--- src/verilog/osc_sel_defines.vh ---
// Constants for the pin-driven oscillator select block.
// Assumes inclusion by a single design file; definitions only.
`ifndef OSC_SEL_DEFINES_VH
`define OSC_SEL_DEFINES_VH

// ****************************************
// Register offsets (byte addresses)
// ****************************************
`define OFS_CTRL        12'h000
`define OFS_STATUS      12'h004
`define OFS_PHASE_A     12'h008
`define OFS_PHASE_B     12'h00C
`define OFS_FREQ_BASE   12'h010

// ****************************************
// Control fields
// ****************************************
`define CTRL_PIN_MODE_BIT   0
`define CTRL_CPLX_MODE_BIT  1
`define CTRL_RESET          32'h0000_0000

// ****************************************
// Status fields
// ****************************************
`define STAT_SEL_A_LSB      0
`define STAT_SEL_B_LSB      2
`define STAT_CPLX_A_BIT     4
`define STAT_CPLX_B_BIT     5

`define FREQ_RESET          32'h0000_0000
`define SYNC_STAGES         2

`endif

--- src/verilog/osc_pin_select.v ---
// Pin-driven oscillator selection for two down-converters, with APB registers.
// Assumes select pins asynchronous to pclk; APB master on pclk.
//
// The implementer's own choices: the APB register port and the placing of the registers.
`timescale 1ns/10ps
`include "osc_sel_defines.vh"

module osc_pin_select #(
  parameter PHASE_W = 32
) (
  // Clock and reset
  input  wire               pclk,
  input  wire               presetn,
  // APB slave
  input  wire               psel,
  input  wire               penable,
  input  wire               pwrite,
  input  wire [11:0]        paddr,
  input  wire [31:0]        pwdata,
  output reg  [31:0]        prdata,
  output reg                pready,
  output reg                pslverr,
  // Select pins
  input  wire               conv_a_osc_sel_lo,
  input  wire               conv_a_osc_sel_hi,
  input  wire               conv_b_osc_sel_lo,
  input  wire               conv_b_osc_sel_hi,
  // Mixer side
  output reg  [1:0]         osc_idx_a_q,
  output reg  [1:0]         osc_idx_b_q,
  output reg                mix_en_a_q,
  output reg                mix_en_b_q,
  output reg  [PHASE_W-1:0] mix_phase_a_q,
  output reg  [PHASE_W-1:0] mix_phase_b_q
);

  // ****************************************
  // Control register
  // ****************************************
  reg  [31:0]        ctrl_q;
  wire               pin_select_mode_bit = ctrl_q[`CTRL_PIN_MODE_BIT];
  wire               serial_output_mode  = ctrl_q[`CTRL_CPLX_MODE_BIT];

  // ****************************************
  // Synchronisers
  // ****************************************
  // First stage feeds only the second stage
  reg  [3:0]         sync1_q;
  reg  [3:0]         sync2_q;
  wire [3:0]         pins = {conv_b_osc_sel_hi, conv_b_osc_sel_lo,
                             conv_a_osc_sel_hi, conv_a_osc_sel_lo};

  always @(posedge pclk or negedge presetn) begin
    if (!presetn) begin
      sync1_q <= 4'h0;
      sync2_q <= 4'h0;
    end else begin
      sync1_q <= pins;
      sync2_q <= sync1_q;
    end
  end

  // ****************************************
  // Index latch
  // ****************************************
  // Both bits land together so the mixer never sees a half index
  always @(posedge pclk or negedge presetn) begin
    if (!presetn) begin
      osc_idx_a_q <= 2'h0;
      osc_idx_b_q <= 2'h0;
    end else if (pin_select_mode_bit) begin
      osc_idx_a_q <= {sync2_q[1], sync2_q[0]};
      osc_idx_b_q <= {sync2_q[3], sync2_q[2]};
    end
  end

  // ****************************************
  // Free-running oscillators
  // ****************************************
  // One accumulator per generate pass keeps a single driver per variable
  reg  [PHASE_W-1:0] freq_q  [0:7];
  wire [PHASE_W-1:0] phase_q [0:7];

  genvar g;
  generate
    for (g = 0; g < 8; g = g + 1) begin : g_osc
      reg  [PHASE_W-1:0] acc_q;
      assign phase_q[g] = acc_q;
      always @(posedge pclk or negedge presetn) begin
        if (!presetn) begin
          acc_q <= {PHASE_W{1'b0}};
        end else begin
          acc_q <= acc_q + freq_q[g];
        end
      end
    end
  endgenerate

  // ****************************************
  // Mixer outputs
  // ****************************************
  always @(posedge pclk or negedge presetn) begin
    if (!presetn) begin
      mix_en_a_q    <= 1'b0;
      mix_en_b_q    <= 1'b0;
      mix_phase_a_q <= {PHASE_W{1'b0}};
      mix_phase_b_q <= {PHASE_W{1'b0}};
    end else begin
      mix_en_a_q    <= serial_output_mode;
      mix_en_b_q    <= serial_output_mode;
      mix_phase_a_q <= serial_output_mode ? phase_q[{1'b0, osc_idx_a_q}] : {PHASE_W{1'b0}};
      mix_phase_b_q <= serial_output_mode ? phase_q[{1'b1, osc_idx_b_q}] : {PHASE_W{1'b0}};
    end
  end

  // ****************************************
  // APB slave
  // ****************************************
  // Zero wait states; one access cycle per transfer
  wire               setup   = psel & ~penable;
  wire               wr_go   = psel & penable & pwrite & pready;
  // Eight frequency words from the base, one aligned word each
  wire [11:0]        foff    = paddr - `OFS_FREQ_BASE;
  wire               is_freq = (paddr[1:0] == 2'h0) && (paddr >= `OFS_FREQ_BASE) && (foff[11:5] == 7'h00);
  wire [2:0]         fidx    = foff[4:2];
  wire [PHASE_W+31:0] freq_ext = {pwdata, {PHASE_W{1'b0}}};
  wire               mapped  = (paddr == `OFS_CTRL) || (paddr == `OFS_STATUS) ||
                               (paddr == `OFS_PHASE_A) || (paddr == `OFS_PHASE_B) || is_freq;
  reg  [31:0]        rd_d;

  always @* begin
    rd_d = 32'h0000_0000;
    if (paddr == `OFS_CTRL) begin
      rd_d = ctrl_q;
    end else if (paddr == `OFS_STATUS) begin
      rd_d[`STAT_SEL_A_LSB+1:`STAT_SEL_A_LSB] = osc_idx_a_q;
      rd_d[`STAT_SEL_B_LSB+1:`STAT_SEL_B_LSB] = osc_idx_b_q;
      rd_d[`STAT_CPLX_A_BIT]                  = mix_en_a_q;
      rd_d[`STAT_CPLX_B_BIT]                  = mix_en_b_q;
    end else if (paddr == `OFS_PHASE_A) begin
      rd_d = mix_phase_a_q[PHASE_W-1 -: 32];
    end else if (paddr == `OFS_PHASE_B) begin
      rd_d = mix_phase_b_q[PHASE_W-1 -: 32];
    end else if (is_freq) begin
      rd_d = freq_q[fidx][PHASE_W-1 -: 32];
    end
  end

  integer i;
  always @(posedge pclk or negedge presetn) begin
    if (!presetn) begin
      ctrl_q  <= `CTRL_RESET;
      prdata  <= 32'h0000_0000;
      pready  <= 1'b0;
      pslverr <= 1'b0;
      for (i = 0; i < 8; i = i + 1) begin
        freq_q[i] <= {PHASE_W{1'b0}};
      end
    end else begin
      pready  <= setup;
      pslverr <= setup & ~mapped;
      if (setup && !pwrite) begin
        prdata <= rd_d;
      end
      if (wr_go && paddr == `OFS_CTRL) begin
        ctrl_q <= pwdata & 32'h0000_0003;
      end
      if (wr_go && is_freq) begin
        freq_q[fidx] <= freq_ext[PHASE_W+31 -: PHASE_W];
      end
    end
  end

endmodule

--- config.mk ---
export PLATFORM = sky130hd
export DESIGN_NAME = osc_pin_select
export DESIGN_NICKNAME = d
export VERILOG_FILES = /design/src/verilog/osc_pin_select.v
export VERILOG_INCLUDE_DIRS = /design/src /design/src/verilog
export SDC_FILE = /design/constraint.sdc
export NUM_CORES = 1
export LEC_CHECK = 0
export BUFFER_PORTS_ARGS = -buffer_cell sky130_fd_sc_hd__buf_2
export CORE_MARGIN = 1.5
export CORE_UTILIZATION = 45
export CTS_CLUSTER_DIAMETER = 120
export CTS_CLUSTER_SIZE = 8
export DETAILED_ROUTE_END_ITERATION = 12
export GPL_TIMING_DRIVEN = 0
export PLACE_DENSITY = 0.71
export SLEW_MARGIN = 30
export SYNTH_ARGS = -nofsm -noshare
export SYNTH_HDL_FRONTEND = slang
export SYNTH_SLANG_ARGS = --single-unit
--- constraint.sdc ---
create_clock -name pclk -period 7.8 [get_ports pclk]
set_input_delay 1.56 -clock pclk [delete_from_list [all_inputs] [get_ports pclk]]
set_output_delay 1.56 -clock pclk [all_outputs]
set_load 0.005 [all_outputs]
Yosys cells after proc, flatten, opt, wreduce, memory -nomap -nowiden
Index checks and enable logic that the tools add are counted.

word-level totals
  bits in latches = 0
  logic and storage cells = 88
  output and inout port bits = 104
  memories kept = 0
  bits of input ports = 53
  register bits after elaboration = 625
  RAM bits = 0
  ROM bits = 0

operators by class
  reductions and logical operators = 14
  order comparisons = 5
  div/mod/pow operators = 0
  bitwise operators = 10
  add/sub/neg operators = 9
  muxes and demuxes = 20
  shifts and indexed selects = 0
  $mul = 0
  equal/unequal tests = 3

operators with widths
  cell                                                                 count
  2-to-1 mux 32 bit                                                    13
  binary-select mux 32 bit (select 3 bit)                              3
  adder 32 bit                                                         8
  bitwise mux 256 bit                                                  1
  demux 32 bit (select 3 bit)                                          1
  2-to-1 mux 26 bit                                                    1
  equality test 12 x 4 -> 1 bit (second input constant)                2
  equality test 12 x 3 -> 1 bit (second input constant)                1
  greater-or-equal comparator 12 x 5 -> 1 bit (second input constant)  1
  greater-or-equal comparator 4 bit (second input constant)            3
  logical NOT 12 bit                                                   1
  subtractor 12 x 5 -> 12 bit (second input constant)                  1
  inverter 3 -> 4 bit                                                  2
  logical NOT 7 bit                                                    1
  logical AND 1 bit                                                    6
  2-to-1 mux 6 bit                                                     1
  AND 1 bit                                                            5
  logical OR 1 bit                                                     4
  less-than comparator 4 x 1 -> 1 bit (second input constant)          1
  inverter 2 -> 4 bit                                                  1
  logical NOT 2 bit                                                    1
  inverter 1 bit                                                       2
  logical NOT 1 bit                                                    1

Logic depth before layout (Yosys ltp)
Gate-level depths: netlist of the first run.

  word-level depth = 10
  gate-level depth with buffers = 11
  gate-level depth less buffers = 10

Worst setup path before layout of the first run
Ideal clock, no wire load.

  path type = input to register
  start point = in paddr[4]
  end point = reg freq_q[10] (netlist name)
  slack = 3.588 ns
  data arrival time = 4.087 ns
  cell stages on the path = 11
  library setup time = 0.125 ns
  required time = 7.675 ns
  buffers on the path = 3
  cells stage by stage = buf_4 > inv_2 > buf_1 > ha_1 > nand2_1 > nor2_1 > o2111ai_1 > or3_4 > nor3b_2 > buf_4 > mux2_2

between the ends
  longest elaborated chain between the ends = 7
  elaborated cells on any way between the ends = 13
  those cells by class = 1 x add/sub; 3 x order compare; 3 x mux; 1 x bitwise; 5 x reduce/logical

RTL lines
  element                                                                                                                RTL line              source
  from (decl)                                                                                                            osc_pin_select.v:18   input wire [11:0] paddr,
  subtractor 12 x 5 -> 12 bit (no source line)                                                                           --
  inverter 3 -> 4 bit (not written as such)                                                                              osc_pin_select.v:169  freq_q[fidx] <= freq_ext[PHASE_W+31 -: PHASE_W];
  greater-or-equal comparator 4 bit (not written as such) / less-than comparator 4 x 1 -> 1 bit (equally long branches)  osc_pin_select.v:169
  logical AND 1 bit (not written as such)                                                                                osc_pin_select.v:169
  2-to-1 mux 32 bit (not written as such)                                                                                osc_pin_select.v:169
  demux 32 bit (select 3 bit)                                                                                            osc_pin_select.v:169
  bitwise mux 256 bit                                                                                                    osc_pin_select.v:169
  to (signal, indexed assignment)                                                                                        osc_pin_select.v:157  freq_q[i] <= {PHASE_W{1'b0}};
  to (signal, indexed assignment)                                                                                        osc_pin_select.v:169
  to (decl)                                                                                                              osc_pin_select.v:81   reg [PHASE_W-1:0] freq_q [0:7];

Parallel ways exist; a longest one is shown, timed or not.
A chain may end at the register's enable or synchronous reset.

Worst setup path after layout of the first run
  start point = in paddr[4]
  end point = reg freq_q[44] (netlist name)

Same word-level chain as after synthesis.

==> results.txt, run 1 <==
Status = complete, no violations
Synth Area in Compound Gates = 14.1%
Vias in the first global route = 27.6k
Hold Slack = 0.347 ns
Max Slew Vio Count = 0
Initial Utilization = 45.6%
Synth Instances = 3163
Synth Area in Simple Gates = 9.56%
Yosys warning total = 0
FF-to-FF path depth = 10
Tot Pwr = 6960 µW
CP Data Arrival Time = 5.62 ns
Synth unique cells = 80
# IOs = 157
Worst R2R End = g_osc[3].acc_q[28]
Crit end category = flop
R2R Path Start = freq_q[128]
Largest net degree at the start of global routing = 88
Max cap viols = 0
Met2 wire len = 50300 µm
H-tree levels = 3
Drt pass-1 iters = 6
Worst setup SP type = primary input
Post-placement setup slack = 2.14 ns
Global route overflow = 0
Fmax = 195 MHz
Largest family of logic cells by synthesized area = multiplexers
FFs w/ async S/R, synth = 100%
Clock sink count = 625
IO Port Bufs = 154
CTS Buf Count = 88
Register area share after synthesis = 43.3%
Avg Synthesized Cell Area = 11.4 µm²
Crit path from = paddr[4]
Skew final = 0.0256 ns
Post-Route WL = 111000 µm
Final critical-path setup slack = 2.68 ns
WL met1 = 47100 µm
R2r setup slk = 4.00 ns
Syn Nets = 3473
CTS max path bufs = 3
Die H = 286 µm
TNS Setup = 0 ns
Clk root buf = clkbuf_16
Area growth, synth to finish = 12.9%
Detailed Place HPWL = 85800 µm
Synth Area in XOR/XNOR = 5.36%
Finished Core Util = 51.5%
Gr usage total = 27.0%
Worst relative slew slack = 27.9%
CTS tree = built
Global-route wire length before repair = 167000 µm
Hold Path End = sync2_q[3]
Post-Synth Adder-Cell Area = 9.07%
Drt via density = 6.14
Post-Syn Area = 0.0361 mm²
DRT antenna net count = 0
# rows = 103
Initial DRC Count = 2358
Met3 Wirelength = 8290 µm
Cts repair resizes = 0
CTS Hold Bufs = 0
Crit share post-route = 65.6%
Fill count = 6988
Die ar. = 0.0819 mm²
Postcts setup bufs = 0
Nets = 3725
Routability cong. = 0.989
Core area = 0.0791 mm²
Count of final setup violators = 0
Setup CP Type = in2reg
Clk_lat worst skew = 0.64 ns
Final Critical Period = 5.12 ns
Drc violations = 0
Initial antenna violation count = 6
Yosys reg bits = 625
Share of cells above drive strength 1 = 21.7%
Worst EP required = 8.30 ns
Unrepaired setup endpoints after global routing = false
Number of flops mapped to enable cells by yosys = 0
CTS clk-pin slew, worst paths = 0.05 ns
Power density over cell area = 171 mW/mm²
Avg WL per Cell = 24.8 µm
Hold Crit Class = reg2reg
Worst hold start = sync1_q[3]
Critical path fanouts, max = 10
Max IR drop VDD = 0.168 mV
P_leak = 0.0206 µW
Mux contribution to synthesized area = 16.5%
Final Hold Viols = 0
Vias = 27.5k
Hold Path Depth = 0
Slew at the pin with the worst max-slew slack = 1.08 ns
DR top layer = met4
Width of the die = 286 µm
Prevailing post-synth register cell = dfrtp_1
logic make-up after synthesis:
| group | after synthesis |
|---|---|
| AO/OA/AOI/OAI | 775 |
| XOR/XNOR | 221 |
| adder cells (fa/ha/maj) | 257 |
| buffers and inverters | 185 |
| flip-flops | 625 |
| multiplexers | 399 |
| AND/OR/NAND/NOR | 701 |
cell type report:
class                           instances  area (µm²)  area share [%]
Tap cell                             1050        1310            3.22
Buffer                                129         569            1.40
Antenna cell                            2        5.00          0.0123
Timing Repair Buffer                  162        1000            2.46
Clock inverter                          4        35.0          0.0860
Inverter                               56         210           0.516
Clock buffer                           92        2280            5.60
Sequential cell                       625       15600            38.4
Multi-Input combinational cell       2353       19700            48.3
where the power goes:
part	internal [µW]	total, µW	switching [µW]
combinational	65.8	242	176
sequential	3260	3280	12.5
clock	2040	3440	1400
Yosys cell counts (all sizes together) (49+ instances only):
| master | n | share of area, % |
|---|---|---|
| clkbuf | 76 | 0.79 |
| a21oi | 237 | 3.3 |
| mux2 | 265 | 8.3 |
| ha | 249 | 8.6 |
| mux4 | 130 | 8.1 |
| buf | 53 | 0.76 |
| nand2 | 220 | 2.3 |
| o21ai | 131 | 1.8 |
| nor2 | 132 | 1.4 |
| nand3 | 64 | 0.89 |
| inv | 56 | 0.58 |
| a21o | 116 | 2.4 |
| and2 | 77 | 1.3 |
| xnor2 | 137 | 3.3 |
| dfrtp | 625 | 43 |
| nor3 | 49 | 0.77 |
| xor2 | 84 | 2.0 |
flip-flops by register name (all words and copies together), names as in the netlist:
name / count
prdata: 32
sync1_q: 4
sync2_q: 4
freq_q: 256
osc_idx_b_q: 2
osc_idx_a_q: 2
pslverr: 1
mix_phase_a_q: 32
ctrl_q: 2
g_osc.acc_q: 256
mix_phase_b_q: 32
mix_en_b_q: 1
pready: 1
worst max path at each step:
stage               slack [ns]           to  cells past startpoint
floorplan                 3.59   freq_q[10]                     11
global placement         -8.13  freq_q[219]                      1
detailed placement        2.14  freq_q[155]                     11
CTS                       2.77  freq_q[146]                     11
global route              2.65  freq_q[155]                     11
finish                    2.68   freq_q[44]                     11
worst max-delay path, cell delays in order:
cell and delay (ns):
buf_4 0.16, inv_2 0.21, buf_1 0.75, ha_1 0.34, nand2_1 0.06, nor2_1 0.12
o2111ai_2 0.40, or3_4 0.55, nor3_2 0.62, buf_2 0.44, mux2_2 0.38
routing by layer:
layer | global-route usage, % | vias to the layer above
met5 | 0 | -
met4 | 12.1 | 0
met3 | 4.67 | 214
met2 | 42.5 | 1078
met1 | 36.7 | 13900
li1 | - | 12300
metrics by stage:
step	cell area, µm²	cells
floorplan	36100	3163
global placement	38200	4367
detailed placement	38400	4375
CTS	40800	4471
global route	40800	4472
finish	40800	4473
layout by cell type, fill, tap and decap left out, types with 32 or more instances in the layout:
cell type  instances
xor2_1            84
nand2_1          220
nor3_1            44
mux2_2           262
ha_1             249
a21o_1           116
o21ai_0          127
clkbuf_1          74
nand3_1           64
buf_2            187
o21a_1            32
xnor2_1          137
a21oi_1          237
nor2_1           131
dfrtp_1          625
nor2b_1           33
clkbuf_16         91
inv_1             55
mux4_2           130
a221oi_1          38
and2_1            77
No activity file was read; power rests on OpenSTA's default activity.
==> run 2: changes to the inputs <==
- PLACE_DENSITY: 0.71 -> 0.74
- clock period: 7.8 -> 4.55 ns (I/O delays scaled with it)
==> run 2 against run 1 <==
Effect of this change:
- cell area about the same
- worst hold slack got worse by 0.16 ns
- clock-buffer cell count increased by 2
- sequential share of layout area about the same
- clock power increased by 73%
- largest power group unchanged
==> results.txt, run 2 (synthesis results as in run 1) <==
N_diodes = 0
Avg WL per Cell = 24.6 µm
Initial antenna violation count = 6
Detailed Place HPWL = 85300 µm
Clock sink count = 625
Drt via density = 6.16
Hold Slack = 0.187 ns
Post-Route WL = 110000 µm
Post-placement setup slack = -0.454 ns
Unrepaired setup endpoints after global routing = false
Critical Path Most Common Cell = nor2_1
Nets = 3725
Postcts setup bufs = 0
Global route overflow = 0
CP Depth = 11
CTS clk-pin slew, worst paths = 0.05 ns
Worst relative slew slack = 31.1%
Clk_lat worst skew = 0.64 ns
Final Critical Period = 4.39 ns
Max incr delay on CP = 0.81 ns
Worst EP required = 5.05 ns
Clock power frac = 49.6%
# rows = 103
Largest net degree at the start of global routing = 89
Worst setup SP type = primary input
Share of cells above drive strength 1 = 21.6%
H-tree levels = 3
Vias in the first global route = 27.5k
Gr usage total = 26.7%
Count of final setup violators = 0
CP Data Arrival Time = 4.89 ns
Initial DRC Count = 2530
Fmax = 228 MHz
Cell family with most CP delay = buffers and inverters
Width of the die = 286 µm
Max IR drop VDD = 0.261 mV
Die H = 286 µm
Area growth, synth to finish = 13.0%
Drt pass-1 iters = 5
Skew final = 0.0222 ns
Global-route wire length before repair = 165000 µm
Clk root buf = clkbuf_16
Final Hold Viols = 0
CP Cell Sequence = buf_4 -> inv_2 -> buf_1 -> ha_1 -> nand2_1 -> nor2_1 -> o2111ai_2 -> nand2b_1 -> nor2_1 -> buf_2 -> mux2_2
Cts repair resizes = 0
Setup CP Type = in2reg
DRT antenna net count = 0
Commonest non-fill, non-tap cells in the layout = dfrtp_1, mux2_2, ha_1
Power density over cell area = 293 mW/mm²
Core area = 0.0791 mm²
Routability cong. = 0.966
Internal power = 9270 µW
Slew at the pin with the worst max-slew slack = 1.03 ns
CTS Hold Bufs = 0
CTS tree = built
Crit path max-delay cell type = nor2_1
Comb power frac = 3.4%
Psw = 2700 µW
Vias = 27.5k
FF-to-FF path depth = 10
Die ar. = 0.0819 mm²
Sequential power share = 46.9%
Hold Crit Class = in2async
WP buf/inv = 4
Status = complete, no violations
Critical path fanouts, max = 10
Switch share = 22.6%
Tot Pwr = 12000 µW
Worst R2R End = g_osc[3].acc_q[28]
CTS max path bufs = 3
Crit end category = flop
# IOs = 157
Most common cell after layout, fill and taps aside = dfrtp_1
R2R Path Start = freq_q[128]
TNS Setup = 0 ns
R2r setup slk = 0.81 ns
P_leak = 0.0207 µW
Max Slew Vio Count = 0
Final critical-path setup slack = 0.158 ns
Initial Utilization = 45.6%
Largest registers = freq_q (256), g_osc.acc_q (256)
Drc violations = 0
CTS Buf Count = 88
Crit share post-route = 96.5%
Max cap viols = 0
IO Port Bufs = 154
==> run 2: cell count changes in the layout (fill, tap and decap cells not counted), sizes merged <==
cell and delta:
clkbuf +1, buf +1, inv -1, diode -2
==> run 2: stage by stage <==
| stage | cells | area, µm² | util, % |
|---|---|---|---|
| 2_1_floorplan | 3163 | 36100 | - |
| 3_3_place_gp | 4367 | 38200 | 48.3 |
| 3_5_place_dp | 4375 | 38400 | 48.6 |
| 4_1_cts | 4472 | 40800 | 51.6 |
| 5_1_grt | 4472 | 40800 | 51.6 |
| 6_report | 4472 | 40800 | 51.6 |
==> run 2: worst max-delay path by stage <==
stage / end / start
after CTS: freq_q[144] / paddr[4]
final: freq_q[195] / paddr[4]
after floorplan: freq_q[10] / paddr[4]
after global placement: g_osc[0].acc_q[28] / presetn
after detailed placement: freq_q[143] / paddr[4]
after global routing: freq_q[195] / paddr[4]
==> run 2: per-layer routing <==
layer	track usage, %	vias up	share of wire, %
met5	0	-	0.027
li1	-	12300	-
met4	11.4	4	4.2
met2	43.0	1126	47
met3	3.69	204	7.4
met1	36.3	13900	42
==> run 2: area by class of cell <==
type	instances	area, µm²
Fill cell	6804	38300
Inverter	56	210
Clock inverter	3	26.3
Timing Repair Buffer	162	1000
Buffer	129	566
Clock buffer	94	2330
Multi-Input combinational cell	2353	19700
Tap cell	1050	1310
Sequential cell	625	15600
==> run 2: power by group through the flow <==
stage | sequential [µW] | clock (µW) | combinational [µW]
global placement | 5710 | 0 | 380
finish | 5620 | 5940 | 411
floorplan | 5700 | 0 | 143
CTS | 5620 | 5980 | 413
detailed placement | 5710 | 0 | 411
global route | 5620 | 6210 | 448
==> run 3: changes to the inputs <==
- PLACE_DENSITY: 0.74 -> 0.71
- clock period: 4.55 -> 4.4 ns (I/O delays scaled with it)
==> run 3 against run 2 <==
Effect of this change:
- the run now ends with negative setup slack left
- worst hold slack worse by 0.035 ns
- clock power is 3% higher
- combinational power is 4% higher
- clock skew is 0.0029 ns higher
- first-iteration DRC count is 10% lower
- cell count hardly changed
- register-to-register slack worse by 0.21 ns
- global-route usage is 0.31 points higher
- die area stayed put
- critical endpoint is now freq_q[146]
- largest cell class unchanged
- largest power group unchanged
- highest routed layer is now met4
==> results.txt, run 3 (synthesis results as in run 1) <==
CTS clk-pin slew, worst paths = 0.05 ns
Routability cong. = 0.989
Initial antenna violation count = 6
Drc violations = 0
Post-Route WL = 111000 µm
Global route overflow = 0
Clk root buf = clkbuf_16
Crit share post-route = 100%
Max IR drop VDD = 0.298 mV
DRT antenna net count = 0
Placed Cells = 4375
Initial Utilization = 45.6%
Commonest non-fill, non-tap cells in the layout = dfrtp_1, mux2_2, ha_1
Max Slew Vio Count = 0
CP Data Arrival Time = 4.91 ns
Final Critical Period = 4.40 ns
Unrepaired setup endpoints after global routing = true
Fmax = 227 MHz
Vias = 27.4k
Fill count = 6989
Critical path fanouts, max = 10
Hold Slack = 0.153 ns
Slew at the pin with the worst max-slew slack = 1.06 ns
Hold Crit Class = in2async
Worst setup SP type = primary input
CTS Buf Count = 88
Worst EP required = 4.91 ns
Multi-input logic area = 0.0197 mm²
Largest net degree at the start of global routing = 88
Crit end category = flop
Die H = 286 µm
Worst relative slew slack = 29.3%
Max cap viols = 0
Final critical-path setup slack = -0.000658 ns
Placed Area = 0.0384 mm²
WP buf/inv = 4
CP Cell Sequence = buf_4 -> inv_2 -> clkdlybuf4s15_1 -> ha_1 -> nor3_1 -> o2111ai_2 -> or3_4 -> nor2_1 -> buf_2 -> mux2_2
Status = finished, violations left
Cell family with most CP delay = simple AND/OR/NAND/NOR gates
IO Port Bufs = 154
Final Hold Viols = 0
Clock sink count = 625
CTS Hold Bufs = 0
Power density over cell area = 302 mW/mm²
CTS max path bufs = 3
Fin area = 0.0408 mm²
Core area = 0.0791 mm²
Die ar. = 0.0819 mm²
Final Non-Filler Cells = 4475
# rows = 103
Gr usage total = 27.0%
Crit path max-delay cell type = nor2_1
Most common cell after layout, fill and taps aside = dfrtp_1
Share of cells above drive strength 1 = 21.7%
Tot Pwr = 12300 µW
Largest registers = freq_q (256), g_osc.acc_q (256)
Drt via density = 6.12
Setup CP Type = in2reg
Skew final = 0.0252 ns
Vias in the first global route = 27.6k
Avg WL per Cell = 24.7 µm
CTS tree = built
P_leak = 0.0206 µW
Max incr delay on CP = 0.63 ns
Failing checks = negative setup slack
H-tree levels = 3
Nets = 3725
Initial DRC Count = 2274
Sequential cell area = 0.0156 mm²
Global-route wire length before repair = 167000 µm
Area growth, synth to finish = 12.9%
Width of the die = 286 µm
Drt pass-1 iters = 6
Count of final setup violators = 1
# IOs = 157
Detailed Place HPWL = 85800 µm
Clk_lat worst skew = 0.64 ns
run 3: stage by stage:
step	util [%]	TNS [ns]	setup slack, ns
floorplan	-	0	0.868
global placement	48.3	-6860.28	-10.85
detailed placement	48.6	-110.17	-0.584
CTS	51.5	0	0.0535
global route	51.5	-0.0534	-0.00821
finish	51.5	-0.000658	-0.000658
run 3: worst paths after layout:
| kind | startpoint | end | slack [ns] | depth (start not counted) |
|---|---|---|---|---|
| max | paddr[4] | freq_q[146] | -0.0007 | 10 |
| min | presetn | g_osc[6].acc_q[3] | 0.15 | 1 |
| max reg2reg | freq_q[128] | g_osc[3].acc_q[28] | 0.60 | 10 |
| min reg2reg | sync1_q[2] | sync2_q[2] | 0.35 | 0 |
| max in group asynchronous | presetn | g_osc[3].acc_q[27] | 2.67 | 4 |
| min in group pclk | sync1_q[2] | sync2_q[2] | 0.35 | 0 |
run 3: area by class of cell:
cell class	count	share of cell area [%]
inverter	56	0.516
timing repair buffer	162	2.46
buffer	129	1.41
clock inverter	4	0.0859
multi-input combinational	2353	48.3
clock buffer	92	5.59
sequential	625	38.4
tap	1050	3.22
antenna	4	0.0246
run 3: routing by layer:
layer  wire length (µm)  GRT usage, %  vias up
met5                  0             0        -
li1                   -             -    12300
met4               5340          12.1        0
met2              49900          42.5     1055
met3               8580          4.67      214
met1              46700          36.7    13800
run 3: where the power goes:
group          total [µW]  switching, µW  internal [µW]
clock                6090           2480           3610
sequential           5810           22.2           5790
combinational         428            311            117
run 3: repair_timing:
action,4_1_cts,5_1_grt
setup buffers,0,0
endpoints found under the setup margin,0,120
resized for setup,0,1
